[src/core/cssel_pkg.sv]
/*
  Constants for the control signal source selector: selection codes,
  source vector layout, register map and field layout.
  Assumes a single 50 MHz system clock and classic Wishbone register access.
*/
// Behaviour
// - 170: heat-sink or inside temperature warning
// - 175-177: mirror digital, relay, bidir outputs
// - 181: mirror multifunction output digital source
// - 178: actual percentage reached reference percentage
// - 179: mains failed and power regulation active
// - 180: motor circuit breaker function triggered
// - 215: application warning mask critical
// - 264: DC-link service expired, mode alarm
// - 265: fan service expired, mode alarm
// - 270-277: inverted copies of 70-77
// - 284/285: inverted safe-enable inputs
// - 292/293: plain safe-enable inputs
// - 323: mains present and pre-charge done
// - 471: energy saving mode on and switched
// - 6 gives one, 7 gives zero
// - 70 enable, 71-77 inputs, remote override
package cssel_pkg;

  // ==========================================================
  // Selection codes
  localparam int unsigned CODE_W = 10;
  localparam logic [9:0] CODE_ON        = 10'h006;
  localparam logic [9:0] CODE_OFF       = 10'h007;
  localparam logic [9:0] CODE_IN_FIRST  = 10'h046; // 70
  localparam logic [9:0] CODE_IN_LAST   = 10'h04D; // 77
  localparam logic [9:0] CODE_OVERTEMP  = 10'h0AA; // 170
  localparam logic [9:0] CODE_OUT_ONE   = 10'h0AF; // 175
  localparam logic [9:0] CODE_RELAY     = 10'h0B0; // 176
  localparam logic [9:0] CODE_BIDIR_OUT = 10'h0B1; // 177
  localparam logic [9:0] CODE_PCT_REACH = 10'h0B2; // 178
  localparam logic [9:0] CODE_MAINS_FL  = 10'h0B3; // 179
  localparam logic [9:0] CODE_BREAKER   = 10'h0B4; // 180
  localparam logic [9:0] CODE_MFO       = 10'h0B5; // 181
  localparam logic [9:0] CODE_APPL_MASK = 10'h0D7; // 215
  localparam logic [9:0] CODE_SVC_DC    = 10'h108; // 264
  localparam logic [9:0] CODE_SVC_FAN   = 10'h109; // 265
  localparam logic [9:0] CODE_INV_FIRST = 10'h10E; // 270
  localparam logic [9:0] CODE_INV_LAST  = 10'h115; // 277
  localparam logic [9:0] CODE_SEA_INV   = 10'h11C; // 284
  localparam logic [9:0] CODE_SEB_INV   = 10'h11D; // 285
  localparam logic [9:0] CODE_SEA       = 10'h124; // 292
  localparam logic [9:0] CODE_SEB       = 10'h125; // 293
  localparam logic [9:0] CODE_POWER_ON  = 10'h143; // 323
  localparam logic [9:0] CODE_ENERGY    = 10'h1D7; // 471

  // ==========================================================
  // Source vector layout (bits 0..7 follow codes 70..77)
  localparam int unsigned SRC_W       = 23;
  localparam int unsigned SRC_OVT     = 8;
  localparam int unsigned SRC_OUT1    = 9;
  localparam int unsigned SRC_RELAY   = 10;
  localparam int unsigned SRC_BIDIR   = 11;
  localparam int unsigned SRC_PCT     = 12;
  localparam int unsigned SRC_MAINS   = 13;
  localparam int unsigned SRC_BRK     = 14;
  localparam int unsigned SRC_MFO     = 15;
  localparam int unsigned SRC_APPL    = 16;
  localparam int unsigned SRC_SVC_DC  = 17;
  localparam int unsigned SRC_SVC_FAN = 18;
  localparam int unsigned SRC_SEA     = 19;
  localparam int unsigned SRC_SEB     = 20;
  localparam int unsigned SRC_PWR     = 21;
  localparam int unsigned SRC_ENERGY  = 22;

  // ==========================================================
  // Channels and operating modes
  localparam int unsigned NCH = 4;
  localparam logic [1:0] SVC_MODE_ALARM = 2'h2;
  localparam logic [1:0] ENERGY_MANUAL  = 2'h1;
  localparam logic [1:0] ENERGY_AUTO    = 2'h2;

  // ==========================================================
  // Register map (byte addresses) and fields
  localparam int unsigned ADR_W = 8;
  localparam logic [7:0] REG_SEL0   = 8'h00; // SEL1..3 follow at +4
  localparam logic [7:0] REG_CONFIG = 8'h10;
  localparam logic [7:0] REG_OUT    = 8'h14;
  localparam logic [7:0] REG_STATUS = 8'h18;
  localparam logic [7:0] REG_MASK   = 8'h1C;
  localparam int unsigned CFG_DC_LSB  = 0;
  localparam int unsigned CFG_FAN_LSB = 2;
  localparam int unsigned CFG_EN_LSB  = 4;
  localparam logic [9:0] SEL_RESET  = 10'h007; // Constant off
  localparam logic [1:0] MODE_RESET = 2'h0;

endpackage : cssel_pkg

[src/core/cssel_selector.sv]
/*
  One selector channel: picks one source bit by its selection code and
  registers it.
  Assumes the source vector and code are synchronous to clk_i.
*/
`timescale 1ns/1ps
module cssel_selector
  import cssel_pkg::*;
(
  // Clock and reset
  input  wire logic              clk_i,
  input  wire logic              rst_i,
  // Selection
  input  wire logic [CODE_W-1:0] code_i,
  input  wire logic [SRC_W-1:0]  src_i,
  // Registered control signal
  output logic                   ctrl_o
);

  typedef struct packed {
    logic ctrl;
  } cssel_sel_state_t;

  cssel_sel_state_t state;
  cssel_sel_state_t next_state;

  // ==========================================================
  // Code decode; unknown codes give zero
  function automatic logic pick(input logic [CODE_W-1:0] code,
                                input logic [SRC_W-1:0] src);
    logic r;
    r = 1'b0;
    if (code >= CODE_IN_FIRST && code <= CODE_IN_LAST)
      r = src[3'(code - CODE_IN_FIRST)];
    else if (code >= CODE_INV_FIRST && code <= CODE_INV_LAST)
      r = ~src[3'(code - CODE_INV_FIRST)];
    else
    begin
      case (code)
        CODE_ON:        r = 1'b1;
        CODE_OFF:       r = 1'b0;
        CODE_OVERTEMP:  r = src[SRC_OVT];
        CODE_OUT_ONE:   r = src[SRC_OUT1];
        CODE_RELAY:     r = src[SRC_RELAY];
        CODE_BIDIR_OUT: r = src[SRC_BIDIR];
        CODE_PCT_REACH: r = src[SRC_PCT];
        CODE_MAINS_FL:  r = src[SRC_MAINS];
        CODE_BREAKER:   r = src[SRC_BRK];
        CODE_MFO:       r = src[SRC_MFO];
        CODE_APPL_MASK: r = src[SRC_APPL];
        CODE_SVC_DC:    r = src[SRC_SVC_DC];
        CODE_SVC_FAN:   r = src[SRC_SVC_FAN];
        CODE_SEA_INV:   r = ~src[SRC_SEA];
        CODE_SEB_INV:   r = ~src[SRC_SEB];
        CODE_SEA:       r = src[SRC_SEA];
        CODE_SEB:       r = src[SRC_SEB];
        CODE_POWER_ON:  r = src[SRC_PWR];
        CODE_ENERGY:    r = src[SRC_ENERGY];
        default:        r = 1'b0;
      endcase
    end
    return r;
  endfunction : pick

  // ==========================================================
  // Next state
  always_comb
  begin
    next_state      = state;
    next_state.ctrl = pick(code_i, src_i);
  end

  // One cycle of latency; reset forces low
  always_ff @(posedge clk_i)
  begin
    if (rst_i)
      state <= '0;
    else
      state <= next_state;
  end

  assign ctrl_o = state.ctrl;

endmodule : cssel_selector

[src/core/cssel_top.sv]
/*
  Control signal source selector with a Wishbone register file.
  Holds one selection code per consuming function, forms the source
  vector from monitoring flags and terminal inputs, and raises an
  interrupt on rising edges of the selected control signals.
  Assumes all inputs are synchronous to clk_i; monitoring flags are
  produced elsewhere and arrive as levels.
*/
`timescale 1ns/1ps
module cssel_top
  import cssel_pkg::*;
(
  // Clock and reset
  input  wire logic             clk_i,
  input  wire logic             rst_i,

  // Wishbone classic slave
  input  wire logic             wb_cyc_i,
  input  wire logic             wb_stb_i,
  input  wire logic             wb_we_i,
  input  wire logic [ADR_W-1:0] wb_adr_i,
  input  wire logic [3:0]       wb_sel_i,
  input  wire logic [31:0]      wb_dat_i,
  output logic      [31:0]      wb_dat_o,
  output logic                  wb_ack_o,

  // Enable and terminal inputs
  input  wire logic             safe_enable_a_i,
  input  wire logic             safe_enable_b_i,
  input  wire logic             remote_mode_i,
  input  wire logic             remote_enable_i,
  input  wire logic [6:0]       remote_inputs_i,
  input  wire logic             digital_input_one_i,
  input  wire logic             digital_input_two_i,
  input  wire logic             bidir_terminal_input_i,
  input  wire logic             digital_input_four_i,
  input  wire logic             digital_input_five_i,
  input  wire logic             multifunction_input_one_digital_i,
  input  wire logic             multifunction_input_two_digital_i,

  // Output mirrors
  input  wire logic             digital_output_one_i,
  input  wire logic             relay_output_i,
  input  wire logic             bidir_terminal_output_i,
  input  wire logic             multifunction_output_digital_i,

  // Monitoring flags
  input  wire logic             heat_sink_warn_i,
  input  wire logic             inside_temp_warn_i,
  input  wire logic             percent_reached_i,
  input  wire logic             mains_failed_i,
  input  wire logic             power_regulation_active_i,
  input  wire logic             breaker_triggered_i,
  input  wire logic             appl_warn_mask_i,
  input  wire logic             dc_service_expired_i,
  input  wire logic             fan_service_expired_i,
  input  wire logic             mains_present_i,
  input  wire logic             precharge_done_i,
  input  wire logic             energy_switch_on_i,

  // Selected control signals and interrupt
  output logic      [NCH-1:0]   ctrl_o,
  output logic                  irq_o
);

  // ==========================================================
  // State
  typedef struct packed {
    logic [NCH-1:0][CODE_W-1:0] sel;
    logic [1:0]                 dc_mode;
    logic [1:0]                 fan_mode;
    logic [1:0]                 energy_mode;
    logic [NCH-1:0]             mask;
    logic [NCH-1:0]             status;
    logic [NCH-1:0]             prev_ctrl;
    logic                       ack;
    logic [31:0]                rdata;
  } cssel_state_t;

  cssel_state_t state;
  cssel_state_t next_state;

  logic [SRC_W-1:0] src;
  logic [6:0]       local_inputs;
  logic [NCH-1:0]   ctrl;
  logic             access;
  logic             wr;
  logic             rd;
  logic [NCH-1:0]   rise;

  // ==========================================================
  // Helpers

  // Merge write data into a register by byte lane
  function automatic logic [31:0] merge(input logic [31:0] old,
                                        input logic [31:0] wdat,
                                        input logic [3:0]  sel);
    logic [31:0] r;
    r = old;
    for (int b = 0; b < 4; b++)
    begin
      if (sel[b])
        r[b*8 +: 8] = wdat[b*8 +: 8];
    end
    return r;
  endfunction : merge

  // Register index of a selection code slot, NCH if none
  function automatic logic [2:0] sel_slot(input logic [ADR_W-1:0] adr);
    logic [2:0] r;
    r = 3'(NCH);
    for (int i = 0; i < NCH; i++)
    begin
      if (adr == REG_SEL0 + ADR_W'(4 * i))
        r = 3'(i);
    end
    return r;
  endfunction : sel_slot

  // Packs configuration fields into a word
  function automatic logic [31:0] cfg_word(input cssel_state_t s);
    logic [31:0] r;
    r = '0;
    r[CFG_DC_LSB  +: 2] = s.dc_mode;
    r[CFG_FAN_LSB +: 2] = s.fan_mode;
    r[CFG_EN_LSB  +: 2] = s.energy_mode;
    return r;
  endfunction : cfg_word

  // ==========================================================
  // Source vector

  // Terminal inputs in code order 71..77
  assign local_inputs = {multifunction_input_two_digital_i,
                         multifunction_input_one_digital_i,
                         digital_input_five_i,
                         digital_input_four_i,
                         bidir_terminal_input_i,
                         digital_input_two_i,
                         digital_input_one_i};

  // Flags combined here so each channel only needs a bit pick
  always_comb
  begin
    src = '0;
    // Remote mode replaces the release and every terminal input
    src[0]   = remote_mode_i ? remote_enable_i
                             : (safe_enable_a_i & safe_enable_b_i);
    src[7:1] = remote_mode_i ? remote_inputs_i : local_inputs;
    src[SRC_OVT]     = heat_sink_warn_i | inside_temp_warn_i;
    src[SRC_OUT1]    = digital_output_one_i;
    src[SRC_RELAY]   = relay_output_i;
    src[SRC_BIDIR]   = bidir_terminal_output_i;
    src[SRC_PCT]     = percent_reached_i;
    src[SRC_MAINS]   = mains_failed_i & power_regulation_active_i;
    src[SRC_BRK]     = breaker_triggered_i;
    src[SRC_MFO]     = multifunction_output_digital_i;
    src[SRC_APPL]    = appl_warn_mask_i;
    // Service warnings only count in alarm-message mode
    src[SRC_SVC_DC]  = dc_service_expired_i
                       & (state.dc_mode == SVC_MODE_ALARM);
    src[SRC_SVC_FAN] = fan_service_expired_i
                       & (state.fan_mode == SVC_MODE_ALARM);
    src[SRC_SEA]     = safe_enable_a_i;
    src[SRC_SEB]     = safe_enable_b_i;
    src[SRC_PWR]     = mains_present_i & precharge_done_i;
    src[SRC_ENERGY]  = energy_switch_on_i
                       & ((state.energy_mode == ENERGY_MANUAL)
                       | (state.energy_mode == ENERGY_AUTO));
  end

  // ==========================================================
  // Selector channels, one code each so functions may share a source
  for (genvar g = 0; g < NCH; g++)
  begin : g_ch
    cssel_selector u_sel (
      .clk_i  (clk_i),
      .rst_i  (rst_i),
      .code_i (state.sel[g]),
      .src_i  (src),
      .ctrl_o (ctrl[g])
    );
  end

  // ==========================================================
  // Bus decode

  // Ack is given one cycle after the request is seen
  assign access = wb_cyc_i & wb_stb_i & ~state.ack;
  assign wr     = access & wb_we_i;
  assign rd     = access & ~wb_we_i;

  // Rising edges of the selected signals are the interrupt events
  assign rise = ctrl & ~state.prev_ctrl;

  // ==========================================================
  // Next state
  always_comb
  begin
    logic [2:0]  slot;
    logic [31:0] w;
    slot = sel_slot(wb_adr_i);
    w    = '0;
    next_state           = state;
    next_state.ack       = access;
    next_state.prev_ctrl = ctrl;

    // Register writes
    if (wr)
    begin
      if (slot != 3'(NCH))
      begin
        w = merge(32'(state.sel[slot]), wb_dat_i, wb_sel_i);
        next_state.sel[slot] = w[CODE_W-1:0];
      end
      else if (wb_adr_i == REG_CONFIG)
      begin
        w = merge(cfg_word(state), wb_dat_i, wb_sel_i);
        next_state.dc_mode     = w[CFG_DC_LSB  +: 2];
        next_state.fan_mode    = w[CFG_FAN_LSB +: 2];
        next_state.energy_mode = w[CFG_EN_LSB  +: 2];
      end
      else if (wb_adr_i == REG_MASK)
      begin
        w = merge(32'(state.mask), wb_dat_i, wb_sel_i);
        next_state.mask = w[NCH-1:0];
      end
    end

    // Read data captured at the accepting edge
    if (rd)
    begin
      if (slot != 3'(NCH))
        next_state.rdata = 32'(state.sel[slot]);
      else if (wb_adr_i == REG_CONFIG)
        next_state.rdata = cfg_word(state);
      else if (wb_adr_i == REG_OUT)
        next_state.rdata = 32'(ctrl);
      else if (wb_adr_i == REG_STATUS)
        next_state.rdata = 32'(state.status);
      else if (wb_adr_i == REG_MASK)
        next_state.rdata = 32'(state.mask);
      else
        next_state.rdata = '0;
    end

    // Read clears status; a same-cycle event still sets its bit
    if (rd && wb_adr_i == REG_STATUS)
      next_state.status = rise;
    else
      next_state.status = state.status | rise;
  end

  // ==========================================================
  // State register
  always_ff @(posedge clk_i)
  begin
    if (rst_i)
    begin
      state             <= '0;
      state.sel         <= {NCH{SEL_RESET}};
      state.dc_mode     <= MODE_RESET;
      state.fan_mode    <= MODE_RESET;
      state.energy_mode <= MODE_RESET;
    end
    else
      state <= next_state;
  end

  // ==========================================================
  // Outputs
  assign wb_ack_o = state.ack;
  assign wb_dat_o = state.rdata;
  assign ctrl_o   = ctrl;
  assign irq_o    = |(state.status & state.mask);

endmodule : cssel_top

[config.mk]
export PLATFORM = sky130hd
export DESIGN_NAME = cssel_top
export DESIGN_NICKNAME = d
export VERILOG_FILES = /design/src/core/cssel_pkg.sv /design/src/core/cssel_selector.sv /design/src/core/cssel_top.sv
export SDC_FILE = /design/constraint.sdc
export NUM_CORES = 1
export LEC_CHECK = 0
export ABC_AREA = 1
export BUFFER_PORTS_ARGS = -buffer_cell sky130_fd_sc_hd__buf_2
export CORE_MARGIN = 2
export CORE_UTILIZATION = 53
export CTS_CLUSTER_SIZE = 10
export DETAILED_ROUTE_END_ITERATION = 10
export PLACE_DENSITY = 0.77
export SLEW_MARGIN = 40
export SYNTH_ARGS = -nofsm -noshare
export SYNTH_HDL_FRONTEND = slang
export SYNTH_SLANG_ARGS = --single-unit
[constraint.sdc]
create_clock -name clk_i -period 2.6 [get_ports clk_i]
set_input_delay 0.13 -clock clk_i [delete_from_list [all_inputs] [get_ports clk_i]]
set_output_delay 0.13 -clock clk_i [all_outputs]
set_load 0.02 [all_outputs]
; ---- After elaboration in Yosys (flattened, before gate mapping)
; Cells that the tools add are included.
[word_totals]
out_inout_bits = 38
input_bits = 83
ff_bits = 95
word_cells = 226
[op_classes]
reduce_logical = 15
order_cmp = 26
bitwise_logic = 26
add_sub_neg = 8
n_eq_ne = 84
n_mux = 51
[op_table]
columns = op, count
row1 = == test 10 x 8 -> 1 bit (second input constant), 36
row2 = == test 10 x 9 -> 1 bit (second input constant), 32
row3 = one-hot mux 1 bit (18 select lines), 4
row4 = < comparator 3 x 6 -> 1 bit (second input constant), 8
row5 = bitwise mux 40 bit, 1
row6 = == test 10 x 3 -> 1 bit (second input constant), 4
row7 = greater-or-equal comparator 10 x 7 -> 1 bit (second input constant), 4
row8 = greater-or-equal comparator 10 x 9 -> 1 bit (second input constant), 4
row9 = <= comparator 10 x 7 -> 1 bit (second input constant), 4
row10 = <= comparator 10 x 9 -> 1 bit (second input constant), 4
row11 = == test 8 x 5 -> 1 bit (second input constant), 4
row12 = 2-to-1 mux 10 bit, 3
row13 = binary-select mux 1 bit (select 3 bit), 8
row14 = 2-to-1 mux 8 bit, 3
row15 = subtractor 3 bit (second input constant), 8
row16 = binary-select mux 10 bit (select 2 bit), 1
row17 = demux 10 bit (select 2 bit), 1
row18 = 2-to-1 mux 1 bit, 17
row19 = == test 8 x 4 -> 1 bit (second input constant), 2
row20 = 2-to-1 mux 4 bit, 4
row21 = 2-to-1 mux 3 bit, 4
row22 = bitwise AND 1 bit, 10
row23 = logical AND 1 bit, 10
row24 = inverter 1 bit, 10
row25 = other kinds (18), 24

; ---- Depth between registers and ports, before layout
[depth]
ltp_word = 11
ltp_mapped = 12
mapped_depth_nobuf = 12

; ---- By module
; From an unflattened synthesis, not the netlist that was laid out.
[hier_totals]
hier_cells = 1069
hier_area_um2 = 6379.9
[by_module_without_submodules]
columns = module, n_inst, cells_per_inst, area_per_inst_um2
row1 = cssel_top, 1, 553, 3862.5
row2 = cssel_selector, 4, 129, 629.4

; ---- Least setup slack after synthesis
; Ideal clock, no wire load.
[synth_path]
path_type = reg-to-reg
from = register state, in the netlist wb_ack_o
to = register state[85] (netlist name)
path_buffers = 1
arrival_ns = 1.458
path_slack_ns = 1.033
synth_period_minus_slack_ns = 1.567
path_stages_with_launch = 12
cell_sequence = dfxtp_1 -> nor2_1 -> inv_1 -> nor2_1 -> inv_1 -> nor2_2 -> inv_2 -> nor2_4 -> buf_4 -> nand3_1 -> nand2_1 -> inv_1
[synth_via]
elab_chain_cells = 4
[synth_lines]
columns = item, line
row1 = start: declaration, cssel_top.sv:80  ; cssel_state_t state;
row2 = start signal: assignment, cssel_top.sv:267  ; state <= next_state;
row3 = inverter 1 bit, cssel_top.sv:189  ; assign access = wb_cyc_i & wb_stb_i & ~state.ack;
row4 = bitwise AND 1 bit, cssel_top.sv:189
row5 = bitwise AND 1 bit, cssel_top.sv:190  ; assign wr = access & wb_we_i;
row6 = AND reduction 2 bit (no line), n/a
; No other way between the ends.
; A chain may end at the register's enable or synchronous reset.

; ---- Final worst setup path
[layout_path]
from = register state, in the netlist wb_ack_o
to = register state[55] (netlist name)
; Same word-level chain as after synthesis.

==> out/metrics.cfg <==
[status]
status=finished clean

[yosys]
synth_top_area_frac=0.242
seq_area_frac_synth=0.242
synthFlopType=dfxtp_1
yosys.area.top_type=dfxtp_1
yosysWarnings=0
yosysUniqueCellTypes=41
netlist_area_sq_um=6030
synth.area.top_cells=dfxtp_1, nand2_1, nand3_1
syn_inst=1042
synth.avg_cell_area_sq_um=5.79
async_flop_share=0
synth-edff-count=0
synth.ff_latch_count=73

[setup_path]
crit_path_cell_trace=nor2_1 > inv_1 > nor2_1 > inv_1 > nor2_2 > inv_2 > nor3_2 > nand3_1 > nand2_1 > inv_1
end_kind=register
worst_setup_path_start_kind=register
slowest_stage=nor3_2
crit_top_cell=inv_1
slowest_delay_ns=0.39
crit_fanout=6
crit_required_ns=2.83
path_buf_inv=4
cp.arrival_ns=2.21
path_class=reg2reg
critPathTopFamily=simple AND/OR/NAND/NOR gates

[clock_network]
cts_buffers=9
clk_latency_ns=0.34
cts_setup_buffers=0
clockBufferDepth=2
clock-sinks=73
cts-root-buf=clkbuf_16
clk_pin_slew_worst_paths_ns=0.06
cts_resized=0
cts_tree=yes
htreeDepth=3
cts-hold-fix-buffers=0

[routing]
drc=0
wl_met1_um=8840
wl_met3_um=2280
drtIter0Drc=932
drt-total-wl_um=20900
detail-route-antenna-nets=0
vias=7215
via_per_inst=5.79
wl_per_cell_um=16.7
met2RoutedLength_um=9070
top_layer=met4
drt_first_pass_iters=7

[floorplan]
initial_core_util=0.549
core-area_sq_um=11000
rows=38
io_pins=121
die_w_um=111
die_h_um=111
die_area_sq_um=12200

[sta]
fin_crit_ns=1.97
worstMarginPinSlew_ns=0.701
setup_viol=0
rsz0062_at_grt=no
slew_headroom=0.531
fin_tns_setup_ns=0
drv_slew=0
fin_worst_skew_ns=0.00832
worst_slack_ns=0.628
fin_crit_sh=0.759
final_hold_viol_count=0
fmaxAchievable_mhz=507

[layout]
n_antenna_cell=0
nNetsFinal=1189
seqCellArea_sq_um=1460
multi_input_area_sq_um=3700
drive_gt1_frac=0.120
instances_no_fill=1247
nFillCells=1140
syn_to_final_growth_pct=10.6

[power_and_ir_drop]
peakVddDrop_mv=0.503
power.leakage_uw=0.00326
pwr_density_cell_nw_per_um2=401

[grt]
grt_usage=0.336
grt_max_degree=33
antenna_found_initial=0
grt-ovfl-total=0
grt_pass1_wl_um=32900
grt_pass1_vias=6460

[placement]
io_buffers=74
post-place-ws_ns=0.481
dp.cells=1231
place_hpwl_um=16400
gp_congestion=1.04

[worst_hold_path]
min_path_type=in2reg

[job]
cap_violations=0

-- worst paths after layout --
path | slack [ns] | start | endpoint | cells past startpoint
worst max-delay path | 0.63 | wb_ack_o | state[55] | 10
worst min-delay path | 0.07 | wb_dat_i[1] | state[42] | 3
worst max register to register | 0.63 | wb_ack_o | state[55] | 10
worst min register to register | 0.42 | state[34] | state[38] | 1
-- power by group --
group          total [uW]  internal, uW  switching [uW]
combinational         262          70.4             192
clock                1290           780             505
sequential           1130          1120            2.69
-- stage by stage --
stage                util  instance area [sq um]  total power, uW  hold WS [ns]
floorplan               -                   6110             1320         0.288
global placement    0.579                   6360             1400         0.411
detailed placement  0.579                   6360             1400         0.419
CTS                 0.607                   6670             2680        0.0706
global route        0.607                   6670             2760        0.0897
finish              0.607                   6670             2670        0.0740
-- layer usage --
layer,vias to the layer above,GRT usage
met5,-,0
li1,3495,-
met1,3266,0.471
met4,0,0.136
met2,395,0.500
met3,59,0.0738
-- worst reg2reg max path, stage by stage (launching register included) --
cell and delay, ns:
dfxtp_1 0.31, nor2_1 0.09, inv_1 0.07, nor2_1 0.28, inv_1 0.17, nor2_2 0.12, inv_2 0.09, nor3_2 0.39
nand3_1 0.18, nand2_1 0.12, inv_1 0.04
-- layout make-up --
cell class                 instances  area share
tap                              140      0.0263
sequential                        73       0.219
multi-input combinational        780       0.554
inverter                         154      0.0867
clock inverter                     6      0.0109
clock buffer                      10      0.0358
timing repair buffer              84      0.0668
-- synthesized netlist by cell type (2+ instances only) --
library cell	instances
a211oi_1	3
nor2_4	5
ha_1	4
nor4_1	2
o21ai_0	63
nand4_1	45
o211ai_1	15
inv_1	145
buf_1	2
o2111ai_1	2
nand2_1	227
and2_1	3
a21oi_1	69
o22ai_1	4
clkbuf_1	9
or2_2	5
inv_2	8
o21bai_2	2
nor3_1	21
buf_2	4
nor2_2	5
o32ai_1	2
nand3_1	110
nand3b_1	4
a31oi_1	3
nand2_2	4
nor2_1	142
buf_4	40
dfxtp_1	73
o21a_1	2
o21ai_1	9
-- layout by cell type (no fill, tap or decap), types with 2 or more instances in the layout --
| master | synthesis | layout |
|---|---|---|
| inv_1 | 145 | 145 |
| dfxtp_1 | 73 | 73 |
| o32ai_1 | 2 | 2 |
| o21bai_2 | 2 | 2 |
| a21oi_1 | 69 | 69 |
| buf_2 | 4 | 74 |
| nand3_1 | 110 | 110 |
| o2111ai_1 | 2 | 2 |
| o21ai_0 | 63 | 63 |
| a211oi_1 | 3 | 3 |
| nor4_1 | 2 | 2 |
| and2_1 | 3 | 3 |
| o22ai_1 | 4 | 4 |
| nand2_2 | 4 | 4 |
| nor3_1 | 21 | 21 |
| inv_2 | 8 | 8 |
| a31oi_1 | 3 | 3 |
| ha_1 | 4 | 4 |
| nor2_1 | 142 | 142 |
| buf_4 | 40 | 10 |
| nor2_4 | 5 | 5 |
| o21a_1 | 2 | 2 |
| nor2_2 | 5 | 5 |
| o211ai_1 | 15 | 15 |
| conb_1 | 1 | 22 |
| clkbuf_16 | 0 | 9 |
| nand2_1 | 227 | 227 |
| o21ai_1 | 9 | 9 |
| nand4_1 | 45 | 45 |
| or2_2 | 5 | 5 |
| inv_6 | 0 | 3 |
| nand3b_1 | 4 | 4 |
-- registers in the layout (all words and copies together), names as in the netlist --
name / cells
g_ch.u_sel.ctrl_o: 4
state: 58
wb_dat_o: 10
wb_ack_o: 1
-- cell families (layout without fill, tap and decap cells) --
group | Yosys count | in the layout | share of synthesized area
buffers and inverters | 210 | 254 | 0.158
adders and majority gates | 4 | 4 | 0.00830
DFF | 73 | 73 | 0.242
AOI/OAI and AO/OA | 176 | 176 | 0.161
and+or+nand+nor | 578 | 578 | 0.430
other | 1 | 22 | 0.000622
Power figures use the tool's default switching activity.
